## src/wicd_pkg.sv

```systemverilog
package wicd_pkg;
    localparam logic [11:0] ADDR_CTRL = 12'h000;
    localparam logic [11:0] ADDR_STAT = 12'h004;
    localparam logic [11:0] ADDR_UNDEF_CNT = 12'h008;
    localparam int CTRL_DSP_BIT = 0;
    localparam logic [31:0] CTRL_RESET = 32'h0000_0000;
    localparam int STAT_UNDEF_BIT = 8;
    localparam int UNDEF_CNT_WIDTH = 16;
    // Plain binary immediate op field, five bits.
    localparam logic [4:0] PB_ADDW = 5'h00;
    localparam logic [4:0] PB_MOVW = 5'h04;
    localparam logic [4:0] PB_SUBW = 5'h0A;
    localparam logic [4:0] PB_MOVE_UPPER_HALF = 5'h0C;
    localparam logic [4:0] PB_SIGNED_CLAMP = 5'h10;
    localparam logic [4:0] PB_SSAT16 = 5'h12;
    localparam logic [4:0] PB_SIGNED_FIELD_EXTRACT = 5'h14;
    localparam logic [4:0] PB_BFI = 5'h16;
    localparam logic [4:0] PB_UNSIGNED_CLAMP = 5'h18;
    localparam logic [4:0] PB_USAT16 = 5'h1A;
    localparam logic [4:0] PB_UNSIGNED_FIELD_EXTRACT = 5'h1C;
    localparam logic [3:0] RN_PC = 4'hF;
    localparam logic [4:0] WRN_SP = 5'h1D;
    localparam logic [6:0] BR_HINT = 7'h3A;
    localparam logic [6:0] BR_MISC = 7'h3B;
    localparam logic [6:0] BR_PERM = 7'h7F;
    localparam logic [3:0] MC_MONITOR_CLEAR = 4'h2;
    localparam logic [3:0] MC_DSB = 4'h4;
    localparam logic [3:0] MC_DMB = 4'h5;
    localparam logic [3:0] MC_ISB = 4'h6;

    typedef enum logic [5:0] {
        C_OTHER, C_UNDEF, C_PERM_UNDEF, C_ADDW, C_SUBW, C_ADR,
        C_MOVW, C_MOVE_UPPER_HALF, C_SCLAMP, C_UCLAMP, C_SCLAMP16, C_UCLAMP16,
        C_SFX, C_UFX, C_FINS, C_FCLR, C_SPW, C_SPR, C_BCOND, C_B,
        C_BL, C_NOP, C_YIELD, C_WAITEV, C_WAITIRQ, C_SENDEV, C_DBGH,
        C_HINT_NOP, C_MONCLR, C_DSYNC, C_DMEMB, C_ISYNC, C_STM_IA,
        C_LDM_IA, C_POP, C_STM_DB, C_PUSH, C_LDM_DB, C_STX_W, C_LDX_W,
        C_STDBL, C_LDDBL, C_STX_B, C_STX_H, C_LDX_B, C_LDX_H,
        C_TJ_BYTE, C_TJ_HALF, C_LDW_IMM, C_LDW_LIT, C_LDW_REG, C_LDW_USR
    } wicd_class_t;

    typedef struct packed {
        wicd_class_t cls;
        logic undef;
    } wicd_result_t;
endpackage

```

## src/wicd_top.sv

```systemverilog
`timescale 1ns/100ps
`default_nettype none
module wicd_top import wicd_pkg::*; (
    input wire logic core_clk,
    input wire logic reset,
    input wire logic ce,
    input wire logic [31:0] instrWord,
    input wire logic instrValid,
    output var wicd_result_t decResult_reg,
    output var logic decValid_reg,
    input wire logic psel,
    input wire logic penable,
    input wire logic pwrite,
    input wire logic [11:0] paddr,
    input wire logic [31:0] pwdata,
    output var logic [31:0] prdata,
    output var logic pready,
    output var logic pslverr
);
    // First halfword in the upper bits, second in the lower.
    wire logic [15:0] hw1 = instrWord[31:16];
    wire logic [15:0] hw2 = instrWord[15:0];
    wire logic [3:0] rnF = hw1[3:0];
    wire logic rnPc = rnF == RN_PC;
    logic [31:0] ctrl_reg;
    logic [UNDEF_CNT_WIDTH-1:0] undefCnt_reg;
    wire logic dspEnable = ctrl_reg[CTRL_DSP_BIT];

    // Space selection from the top-level opcode bits.
    wire logic is32 = (hw1[15:13] == 3'h7) && (hw1[12:11] != 2'h0);
    wire logic spPbi = is32 && hw1[12:11] == 2'h2 && hw1[9] && !hw2[15];
    wire logic spBr = is32 && hw1[12:11] == 2'h2 && hw2[15];
    wire logic spLsm = is32 && hw1[12:11] == 2'h1
        && hw1[10:9] == 2'h0 && !hw1[6];
    wire logic spDx = is32 && hw1[12:11] == 2'h1
        && hw1[10:9] == 2'h0 && hw1[6];
    wire logic spLdw = is32 && hw1[12:11] == 2'h3
        && hw1[10:9] == 2'h0 && hw1[6:4] == 3'h5;

    // Plain binary immediate group.
    wire logic [4:0] pbOp = hw1[8:4];
    wire logic satImmZero = hw2[14:12] == 3'h0 && hw2[7:6] == 2'h0;
    wire wicd_class_t ssat16Cls = !satImmZero ? C_SCLAMP
        : dspEnable ? C_SCLAMP16 : C_UNDEF;
    wire wicd_class_t usat16Cls = !satImmZero ? C_UCLAMP
        : dspEnable ? C_UCLAMP16 : C_UNDEF;
    wire wicd_class_t pbCls =
        (pbOp == PB_ADDW) ? (rnPc ? C_ADR : C_ADDW) :
        (pbOp == PB_SUBW) ? (rnPc ? C_ADR : C_SUBW) :
        (pbOp == PB_MOVW) ? C_MOVW :
        (pbOp == PB_MOVE_UPPER_HALF) ? C_MOVE_UPPER_HALF :
        (pbOp == PB_SIGNED_CLAMP) ? C_SCLAMP :
        (pbOp == PB_SSAT16) ? ssat16Cls :
        (pbOp == PB_UNSIGNED_CLAMP) ? C_UCLAMP :
        (pbOp == PB_USAT16) ? usat16Cls :
        (pbOp == PB_SIGNED_FIELD_EXTRACT) ? C_SFX :
        (pbOp == PB_UNSIGNED_FIELD_EXTRACT) ? C_UFX :
        (pbOp == PB_BFI) ? (rnPc ? C_FCLR : C_FINS) :
        C_UNDEF;

    // Hint group: only op1 of zero is a hint at all.
    wire logic [2:0] hOp1 = hw2[10:8];
    wire logic [7:0] hOp2 = hw2[7:0];
    wire wicd_class_t hintCls =
        (hOp1 != 3'h0) ? C_UNDEF :
        (hOp2 == 8'h00) ? C_NOP :
        (hOp2 == 8'h01) ? C_YIELD :
        (hOp2 == 8'h02) ? C_WAITEV :
        (hOp2 == 8'h03) ? C_WAITIRQ :
        (hOp2 == 8'h04) ? C_SENDEV :
        (hOp2[7:4] == 4'hF) ? C_DBGH :
        C_HINT_NOP;

    // Miscellaneous control group.
    wire logic [3:0] mOp = hw2[7:4];
    wire wicd_class_t miscCls =
        (mOp == MC_MONITOR_CLEAR) ? C_MONCLR :
        (mOp == MC_DSB) ? C_DSYNC :
        (mOp == MC_DMB) ? C_DMEMB :
        (mOp == MC_ISB) ? C_ISYNC :
        C_UNDEF;

    // Branches and miscellaneous control.
    wire logic [2:0] brOp1 = hw2[14:12];
    wire logic [6:0] brOp = hw1[10:4];
    wire wicd_class_t brX0Cls =
        (brOp[6:1] == 6'h1C) ? C_SPW :
        (brOp[6:1] == 6'h1F) ? C_SPR :
        (brOp == BR_HINT) ? hintCls :
        (brOp == BR_MISC) ? miscCls :
        (brOp[5:3] != 3'h7) ? C_BCOND :
        (brOp1 == 3'h2 && brOp == BR_PERM) ? C_PERM_UNDEF :
        C_UNDEF;
    wire wicd_class_t brCls =
        (!brOp1[0] && !brOp1[2]) ? brX0Cls :
        (brOp1[0] && !brOp1[2]) ? C_B :
        brOp1[0] ? C_BL :
        C_UNDEF;

    // Load and store multiple; SP writeback picks the stack forms.
    wire logic [1:0] lmOp = hw1[8:7];
    wire logic lmL = hw1[4];
    wire logic spWb = {hw1[5], rnF} == WRN_SP;
    wire wicd_class_t lmCls =
        (lmOp == 2'h1) ? (!lmL ? C_STM_IA : spWb ? C_POP : C_LDM_IA) :
        (lmOp == 2'h2) ? (lmL ? C_LDM_DB : spWb ? C_PUSH : C_STM_DB) :
        C_UNDEF;

    // Dual, exclusive and table jump group.
    wire logic [1:0] dOp1 = hw1[8:7];
    wire logic [1:0] dOp2 = hw1[5:4];
    wire logic [3:0] dOp3 = hw2[7:4];
    wire logic dxStd = (!dOp1[1] && dOp2 == 2'h2) || (dOp1[1] && !dOp2[0]);
    wire logic dxLdd = (!dOp1[1] && dOp2 == 2'h3) || (dOp1[1] && dOp2[0]);
    wire wicd_class_t dxCls =
        (dOp1 == 2'h0 && dOp2 == 2'h0) ? C_STX_W :
        (dOp1 == 2'h0 && dOp2 == 2'h1) ? C_LDX_W :
        dxStd ? C_STDBL :
        dxLdd ? C_LDDBL :
        (dOp2 == 2'h0 && dOp3 == 4'h4) ? C_STX_B :
        (dOp2 == 2'h0 && dOp3 == 4'h5) ? C_STX_H :
        (dOp2 == 2'h1 && dOp3 == 4'h4) ? C_LDX_B :
        (dOp2 == 2'h1 && dOp3 == 4'h5) ? C_LDX_H :
        (dOp2 == 2'h1 && dOp3 == 4'h0) ? C_TJ_BYTE :
        (dOp2 == 2'h1 && dOp3 == 4'h1) ? C_TJ_HALF :
        C_UNDEF;

    // Load word group; the literal form owns a base of PC only while wOp1[1] is clear.
    wire logic [1:0] wOp1 = hw1[8:7];
    wire logic [5:0] wOp2 = hw2[11:6];
    wire logic wImm00 = (wOp2[5] && wOp2[2]) || wOp2[5:2] == 4'hC;
    wire wicd_class_t lwCls =
        (rnPc && !wOp1[1]) ? C_LDW_LIT :
        (wOp1 == 2'h1) ? C_LDW_IMM :
        (wOp1 != 2'h0) ? C_UNDEF :
        (wOp2 == 6'h00) ? C_LDW_REG :
        (wOp2[5:2] == 4'hE) ? C_LDW_USR :
        wImm00 ? C_LDW_IMM :
        C_UNDEF;

    // Groups outside this decoder report C_OTHER and never undefined.
    wire wicd_class_t decCls =
        spPbi ? pbCls : spBr ? brCls : spLsm ? lmCls :
        spDx ? dxCls : spLdw ? lwCls : C_OTHER;
    wire logic decUndef = decCls == C_UNDEF
        || decCls == C_PERM_UNDEF;

    // One pipeline stage; class and flag always move together.
    always_ff @(posedge core_clk or posedge reset) begin
        if (reset) begin
            decResult_reg <= '{cls: C_OTHER, undef: 1'b0};
            decValid_reg <= 1'b0;
        end else if (ce) begin
            decValid_reg <= instrValid;
            if (instrValid) begin
                decResult_reg <= '{cls: decCls, undef: decUndef};
            end
        end
    end

    // APB decode. Read data is captured in the setup cycle so prdata
    // comes from a flop; the cost is one fixed wait-free access phase.
    wire logic apbSetup = psel && !penable;
    wire logic apbDone = psel && penable && pready;
    wire logic hitCtrl = paddr == ADDR_CTRL;
    wire logic hitStat = paddr == ADDR_STAT;
    wire logic hitCnt = paddr == ADDR_UNDEF_CNT;
    wire logic addrHit = hitCtrl || hitStat || hitCnt;
    wire logic [31:0] statWord = {23'h0, decResult_reg.undef,
        2'h0, decResult_reg.cls};
    wire logic [31:0] rdMux = hitCtrl ? ctrl_reg
        : hitStat ? statWord
        : hitCnt ? {{(32-UNDEF_CNT_WIDTH){1'b0}}, undefCnt_reg}
        : 32'h0000_0000;
    wire logic wrCtrl = apbDone && pwrite && hitCtrl;
    wire logic wrCnt = apbDone && pwrite && hitCnt;
    wire logic cntInc = instrValid && decUndef;

    always_ff @(posedge core_clk or posedge reset) begin
        if (reset) begin
            pready <= 1'b0;
            pslverr <= 1'b0;
            prdata <= 32'h0000_0000;
        end else if (ce) begin
            if (apbSetup) begin
                pready <= 1'b1;
                pslverr <= !addrHit;
                prdata <= rdMux;
            end else if (apbDone) begin
                pready <= 1'b0;
                pslverr <= 1'b0;
            end
        end
    end

    // Only the DSP enable bit is writable; others read as zero.
    always_ff @(posedge core_clk or posedge reset) begin
        if (reset) begin
            ctrl_reg <= CTRL_RESET;
        end else if (ce && wrCtrl) begin
            ctrl_reg <= {31'h0, pwdata[CTRL_DSP_BIT]};
        end
    end

    // Any write to the count clears it; a new event in that cycle still counts.
    always_ff @(posedge core_clk or posedge reset) begin
        if (reset) begin
            undefCnt_reg <= '0;
        end else if (ce) begin
            if (wrCnt) begin
                undefCnt_reg <= {{(UNDEF_CNT_WIDTH-1){1'b0}}, cntInc};
            end else if (cntInc && undefCnt_reg != '1) begin
                undefCnt_reg <= undefCnt_reg + 1'b1;
            end
        end
    end
endmodule // wicd_top
`default_nettype wire

```

## config.mk

```make
export PLATFORM = sky130hd
export DESIGN_NAME = wicd_top
export DESIGN_NICKNAME = d
export VERILOG_FILES = /design/src/wicd_pkg.sv /design/src/wicd_top.sv
export SDC_FILE = /design/constraint.sdc
export NUM_CORES = 1
export LEC_CHECK = 0
export ABC_AREA = 1
export BUFFER_PORTS_ARGS = -buffer_cell sky130_fd_sc_hd__buf_2
export CAP_MARGIN = 20
export CORE_ASPECT_RATIO = 1.25
export CORE_MARGIN = 8
export CORE_UTILIZATION = 45
export DETAILED_ROUTE_END_ITERATION = 6
export PLACE_DENSITY = 0.84
export SYNTH_ARGS = -nofsm -noshare
export SYNTH_HDL_FRONTEND = slang
export SYNTH_SLANG_ARGS = --single-unit
export TNS_END_PERCENT = 30
```

## constraint.sdc

```tcl
create_clock -name core_clk -period 4 [get_ports core_clk]
set_clock_uncertainty 0.05 [all_clocks]
set_input_delay 0.8 -clock core_clk [delete_from_list [all_inputs] [get_ports core_clk]]
set_output_delay 0.8 -clock core_clk [all_outputs]
set_load 0.005 [all_outputs]
```

## Word level (Yosys, flattened, before mapping)

Cells that the tools add are included.

- Register bits: 59
- Input port bits: 83
- Output and inout bits: 42
- Word-level logic and storage cells: 200

- $add $sub $neg: 1
- Eq/ne operators: 46
- Multiplexer cells: 73
- Reduce and logical (&&, ||, !) cells: 72

Operators with widths:

| operator | count |
|---|---|
| 6-bit two-way mux | 23 |
| 16-bit two-way mux | 5 |
| 4-bit two-way mux | 18 |
| 5-bit two-way mux | 13 |
| 5-bit == test, second input constant | 8 |
| 1-bit logical AND | 39 |
| 16-bit by 1-bit adder with 16-bit output, second input constant | 1 |
| 4-bit == test, second input constant | 4 |
| 8-bit by 2-bit == test with 1-bit output, second input constant | 2 |
| 16-bit != test, second input constant | 1 |
| 7-bit by 6-bit == test with 1-bit output, second input constant | 2 |
| 12-bit by 3-bit == test with 1-bit output, second input constant | 1 |
| 12-bit by 4-bit == test with 1-bit output, second input constant | 1 |
| 4-bit by 3-bit == test with 1-bit output, second input constant | 3 |
| 6-bit by 5-bit == test with 1-bit output, second input constant | 2 |
| 12-bit logical NOT | 1 |
| 2-bit == test, second input constant | 5 |
| 5-bit by 4-bit == test with 1-bit output, second input constant | 2 |
| 2-bit two-way mux | 5 |
| 3-bit two-way mux | 3 |
| 8-bit by 1-bit == test with 1-bit output, second input constant | 1 |
| 8-bit by 3-bit == test with 1-bit output, second input constant | 1 |
| 1-bit logical NOT | 8 |
| 2-bit logical NOT | 4 |
| other kinds (20) | 39 |

## Logic depth before layout (Yosys ltp)

- Depth in word-level cells: 22
- Depth in mapped cells: 20
- Depth with buffers taken out: 19

## Worst setup path after synthesis

OpenSTA, ideal clock, no wires.

- Path type: input -> register
- Start point: in instrWord[24]
- End point: reg undefCnt_reg[0]
- Library setup time: 0.117 ns
- Data arrival time: 2.454 ns
- Required time: 3.833 ns
- Slack: 1.379 ns
- Stages: 18
- Path buffers: 2
- Cells stage by stage: buf_4 -> inv_1 -> ha_1 -> inv_1 -> a21oi_1 -> a21oi_1 -> nand2_1 -> nand2_1 -> nand3_1 -> nor2_1 -> nand2_1 -> nand2_1 -> nand2_1 -> nand2_2 -> nand4_4 -> buf_2 -> nand3_1 -> nand2_1

- Word-level cells in the longest chain between the ends: 19
- Elaborated cells between the ends (all ways): 72
- Classes of those cells: 20 x eq/ne; 33 x mux; 19 x reduce/logical

RTL lines:

| what | line | text |
|---|---|---|
| start, declared | wicd_top.sv:7 | `input wire logic [31:0] instrWord,` |
| 5-bit == test | wicd_top.sv:58 | `(pbOp == PB_BFI) ? (rnPc ? C_FCLR : C_FINS) :` |
| 4-bit two-way mux | wicd_top.sv:58 |  |
| 4-bit two-way mux | wicd_top.sv:57 | `(pbOp == PB_UNSIGNED_FIELD_EXTRACT) ? C_UFX :` |
| 4-bit two-way mux | wicd_top.sv:56 | `(pbOp == PB_SIGNED_FIELD_EXTRACT) ? C_SFX :` |
| 4-bit two-way mux | wicd_top.sv:55 | `(pbOp == PB_USAT16) ? usat16Cls :` |
| 4-bit two-way mux | wicd_top.sv:54 | `(pbOp == PB_UNSIGNED_CLAMP) ? C_UCLAMP :` |
| 4-bit two-way mux | wicd_top.sv:53 | `(pbOp == PB_SSAT16) ? ssat16Cls :` |
| 4-bit two-way mux | wicd_top.sv:52 | `(pbOp == PB_SIGNED_CLAMP) ? C_SCLAMP :` |
| [... 3 more ...] | -- |  |
| 4-bit two-way mux | wicd_top.sv:48 | `(pbOp == PB_ADDW) ? (rnPc ? C_ADR : C_ADDW) :` |
| 6-bit two-way mux (*) | wicd_top.sv:143 | `spPbi ? pbCls : spBr ? brCls : spLsm ? lmCls :` |
| 6-bit by 1-bit == test with 1-bit output / 6-bit by 2-bit == test with 1-bit output (equally long branches) | wicd_top.sv:145, wicd_top.sv:146 |  |
| 1-bit logical OR (*) | wicd_top.sv:146 | `\|\| decCls == C_PERM_UNDEF;` |
| 1-bit logical AND (*) | wicd_top.sv:177 | `wire logic cntInc = instrValid && decUndef;` |
| 1-bit logical AND | wicd_top.sv:212 | `end else if (cntInc && undefCnt_reg != '1) begin` |
| 2-bit nonzero test (no line) | -- |  |
| 2-bit AND reduction (no line) | -- |  |
| end signal, assigned | wicd_top.sv:211 | `undefCnt_reg <= {{(UNDEF_CNT_WIDTH-1){1'b0}}, cntInc};` |
| end signal, assigned | wicd_top.sv:213 | `undefCnt_reg <= undefCnt_reg + 1'b1;` |
| end, declared | wicd_top.sv:26 | `logic [UNDEF_CNT_WIDTH-1:0] undefCnt_reg;` |

Every way passes the cells marked *; elsewhere a longest branch is shown, timed or not.
A chain may end at the register's enable or synchronous reset.

## Worst setup path in the final report

- Start point: in instrWord[24]
- End point: reg undefCnt_reg[1]

- Word-level cells in the longest chain between the ends: 19
- Elaborated cells between the ends (all ways): 71
- Classes of those cells: 20 x eq/ne; 32 x mux; 19 x reduce/logical

RTL lines:

| what | line |
|---|---|
| 5-bit == test | wicd_top.sv:58 |
| 4-bit two-way mux | wicd_top.sv:58 |
| 4-bit two-way mux | wicd_top.sv:57 |
| 4-bit two-way mux | wicd_top.sv:56 |
| 4-bit two-way mux | wicd_top.sv:55 |
| 4-bit two-way mux | wicd_top.sv:54 |
| 4-bit two-way mux | wicd_top.sv:53 |
| 4-bit two-way mux | wicd_top.sv:52 |
| [... 3 more ...] | -- |
| 4-bit two-way mux | wicd_top.sv:48 |
| 6-bit two-way mux (*) | wicd_top.sv:143 |
| 6-bit by 1-bit == test with 1-bit output / 6-bit by 2-bit == test with 1-bit output (equally long branches) | wicd_top.sv:145, wicd_top.sv:146 |
| 1-bit logical OR (*) | wicd_top.sv:146 |
| 1-bit logical AND (*) | wicd_top.sv:177 |
| 1-bit logical AND (*) | wicd_top.sv:212 |
| 2-bit nonzero test (no line) (*) | -- |
| 2-bit AND reduction (no line) (*) | -- |

Marked as above.

==> impl_results.md <==
- Result of the run: complete, no violations
- Post-synthesis average cell area: 6.29 um^2
- Port Buffers: 77
- CP Launch Type: primary input
- # nets final: 765
- Fin crit period: 2.95 ns
- Buffers inserted during post-CTS setup optimization: 0
- Total routing resource utilization after global routing: 17.9%
- Yosys Warn Count: 0
- Final Instance Area: 4270 um^2
- Portion of the clock cycle consumed by the worst path in the final layout: 73.7%
- Starting density of the core: 46.2%
- Final total negative setup slack: 0 ns
- Required arrival time at the worst endpoint: 4.18 ns
- Max-slew headroom at the worst pin: 52.3%
- Post-synthesis instance area: 3780 um^2
- Most common cell on crit path: sky130_fd_sc_hd__nand2_1
- Pwr Density: 213 nW/um^2
- Total power of the final layout: 0.907 mW
- Library cell occupying the most area in the post-synthesis netlist: sky130_fd_sc_hd__dfrtp_1
- Crit Path Max Fanout: 17
- Number of different library cells in the post-synthesis netlist: 42
- Setup repair after global routing missed its margin: false
- Max-cap violations: 0
- Filler cells: 853
- Number of buffers inserted during clock tree synthesis: 5
- Worst Setup Path Type: in -> reg
- CTS tree: done
- Via count of the first global-routing pass: 4063
- IR drop worst, VDD: 114 uV
- Launching instance or port of the critical path: instrWord[24]
- Synth Flop Type: sky130_fd_sc_hd__dfrtp_1
- Total via count in the routed design: 4008
- Fraction of the yosys area taken by sequential cells: 28.4%
- Max Clk Rate: 339 MHz
- Share of the synthesized area in the top cell type: 28.4%
- Pin count of the biggest net entering global routing: 44
- DR pass1 iterations: 4
- Arrival time of data at the critical path endpoint: 3.13 ns
- H-tree level count: 2
- Area of placed instances: 4180 um^2
- Sum of net half-perimeters after detailed placement: 8460 um
- Synth Instances: 602
- Worst R2R Start: undefCnt_reg[0]
- Number of DRC violations after detailed-routing iteration 0: 168
- EDFF count, synth: 0
- Fraction of layout instances using a drive strength above 1: 18.4%
- Horizontal die dimension: 98.0 um
- Wire length of the first global-routing pass: 17700 um
- Post-detailed-route DRC marker count: 0
- Die H: 119 um
- WL/cell: 13.5 um
- Antenna Diode Count: 0
- Initial antenna violation count: 0
- Final Setup Violations: 0
- Area overhead of the layout relative to synthesis: 12.7%
- Pin slew with the least headroom to its limit: 0.709 ns
- Final weighted congestion in routability-driven placement: 0.932
- Total overflow reported by the global router: 0
- Ordered cell list for the critical path: buf_2, inv_1, ha_1, inv_1, a21oi_1, a21oi_1, nand2_1, nand2_1, nand3_1, nor2_1, nand2_1, nand2_1, nand2_1, nand2_2, nand4_4, nand2_4, nand2_2, nand2_1
- Synth Register Bits: 43
- Detailed-route wire length: 10400 um
- Clk root buf: sky130_fd_sc_hd__clkbuf_8
- Hold buffer count at cts: 0
- Ports placed on the boundary: 125
- Cell with the biggest individual delay on the critical path: sky130_fd_sc_hd__nand2_4
- Post-CTS Resized: 0
- Number of standard-cell rows in the floorplan: 37
- Clock sink count: 43
- Final ANT Viol Nets: 0
- Clock insertion delay at the later pin of the skew report: 0.30 ns
- WHS: 0.431 ns
- Final slew viol count: 0
- Clock-pin slew on the worst setup and hold paths: 0.08 ns
- Count of final hold-check violations: 0
- Top post-synthesis cells by area: sky130_fd_sc_hd__dfrtp_1 (28%), sky130_fd_sc_hd__nand2_1 (16%), sky130_fd_sc_hd__nand3_1 (8.6%)
- Ratio of routed vias to standard cells: 5.17
- Leakage: 2.33 nW
- Die Footprint: 11600 um^2
- Deepest clock path buffer count: 2
- Type of the tightest min-delay check: reg -> reg
- Min-Delay Startpoint: prdata[9]
- Crit path largest cell delay: 0.32 ns
- Async set-or-reset flop fraction in the synthesized netlist: 100%
- Nature of the critical path endpoint: flip-flop
- Core Footprint: 8190 um^2
-- area by class of cell --
type,instances,area [um^2],area share [%]
Timing Repair Buffer,79,400,9.38
Clock buffer,6,72.6,1.70
Tap cell,97,121,2.84
Sequential cell,43,1080,25.2
Inverter,92,345,8.09
Clock inverter,2,12.5,0.293
Multi-Input combinational cell,456,2240,52.5
-- cell usage after synthesis, types with 5 or more instances --
library cell               instances
sky130_fd_sc_hd__xor2_1            8
sky130_fd_sc_hd__a21oi_1          14
sky130_fd_sc_hd__o21ai_1           5
sky130_fd_sc_hd__dfrtp_1          43
sky130_fd_sc_hd__nand2_1         162
sky130_fd_sc_hd__nand4_1          16
sky130_fd_sc_hd__nor2_2            5
sky130_fd_sc_hd__clkbuf_1          5
sky130_fd_sc_hd__inv_1            86
sky130_fd_sc_hd__nand2_2          15
sky130_fd_sc_hd__nor2_1           71
sky130_fd_sc_hd__o21ai_0          21
sky130_fd_sc_hd__buf_4            17
sky130_fd_sc_hd__nand3_2           5
sky130_fd_sc_hd__nor3_1           16
sky130_fd_sc_hd__nand3_1          65
sky130_fd_sc_hd__nor4_1            7
sky130_fd_sc_hd__ha_1              5
-- layout by cell type (no fill, tap or decap), drive strengths merged --
cell and count:
o31ai 5, xnor2 1, a22o 1, o21a 1
o21bai 2, a31oi 1, inv 90, o21ai 26
ha 5, conb 16, nand3 71, o32ai 1
nor2 79, clkinvlp 1, and3 1, clkinv 3
xor2 8, nor4b 1, dfrtp 43, o211ai 2
nor4 8, buf 79, nand4 17, nand3b 1
nand2 178, nor3 17, a21oi 14, clkbuf 6
-- worst max-delay path, delay by kind of cell --
family                     cells  cell delay, ns
and+or+nand+nor               12            1.40
buffers and inverters          3            0.44
adders and majority gates      1            0.30
AOI/OAI and AO/OA              2            0.19
-- path summary, 6_finish.rpt --
check,cells after the start,end,slack (ns)
setup / recovery,18,undefCnt_reg[1],1.05
hold / removal,2,prdata[9],0.43
setup reg to reg,14,undefCnt_reg[1],1.38
hold reg to reg,2,prdata[9],0.43
max in group asynchronous,3,decResult_reg[4],2.96
min in group asynchronous,3,pslverr,0.57
-- routing by layer --
layer / vias to the layer above / part of all wire, % / wire length (um) / GRT usage, %
met5: - / 0 / 0 / 0
met4: 0 / 1.7 / 180 / 6.94
met3: 13 / 6.4 / 672 / 3.64
met2: 129 / 51 / 5340 / 32.9
met1: 1818 / 41 / 4230 / 19.4
li1: 2048 / - / - / -
-- stage by stage --
step | util [%] | instances | worst slack, ns
final | 52.1 | 775 | 1.05
after global routing | 52.1 | 775 | 0.743
after CTS | 52.1 | 775 | 1.05
after detailed placement | 51.0 | 767 | 0.743
after global placement | 51.0 | 767 | 0.765
after floorplan | - | 617 | 1.38
-- kinds of logic (layout without fill, tap and decap cells) --
logic type,after synthesis,in the layout,share of synthesized area (%)
AND/OR/NAND/NOR,373,373,45.7
buffers and inverters,118,179,13.9
AO/OA/AOI/OAI,53,53,8.17
flip-flops,43,43,28.4
XOR/XNOR,9,9,2.08
adder cells (fa/ha/maj),5,5,1.65
other,1,16,0.0991
-- power by group --
group	leakage (nW)	switching, mW	internal [mW]
clock network	0.0412	0.151	0.122
logic	1.71	0.118	0.0604
registers	0.584	0.00968	0.447
total	2.33	0.278	0.629
Power figures use the tool's default switching activity.
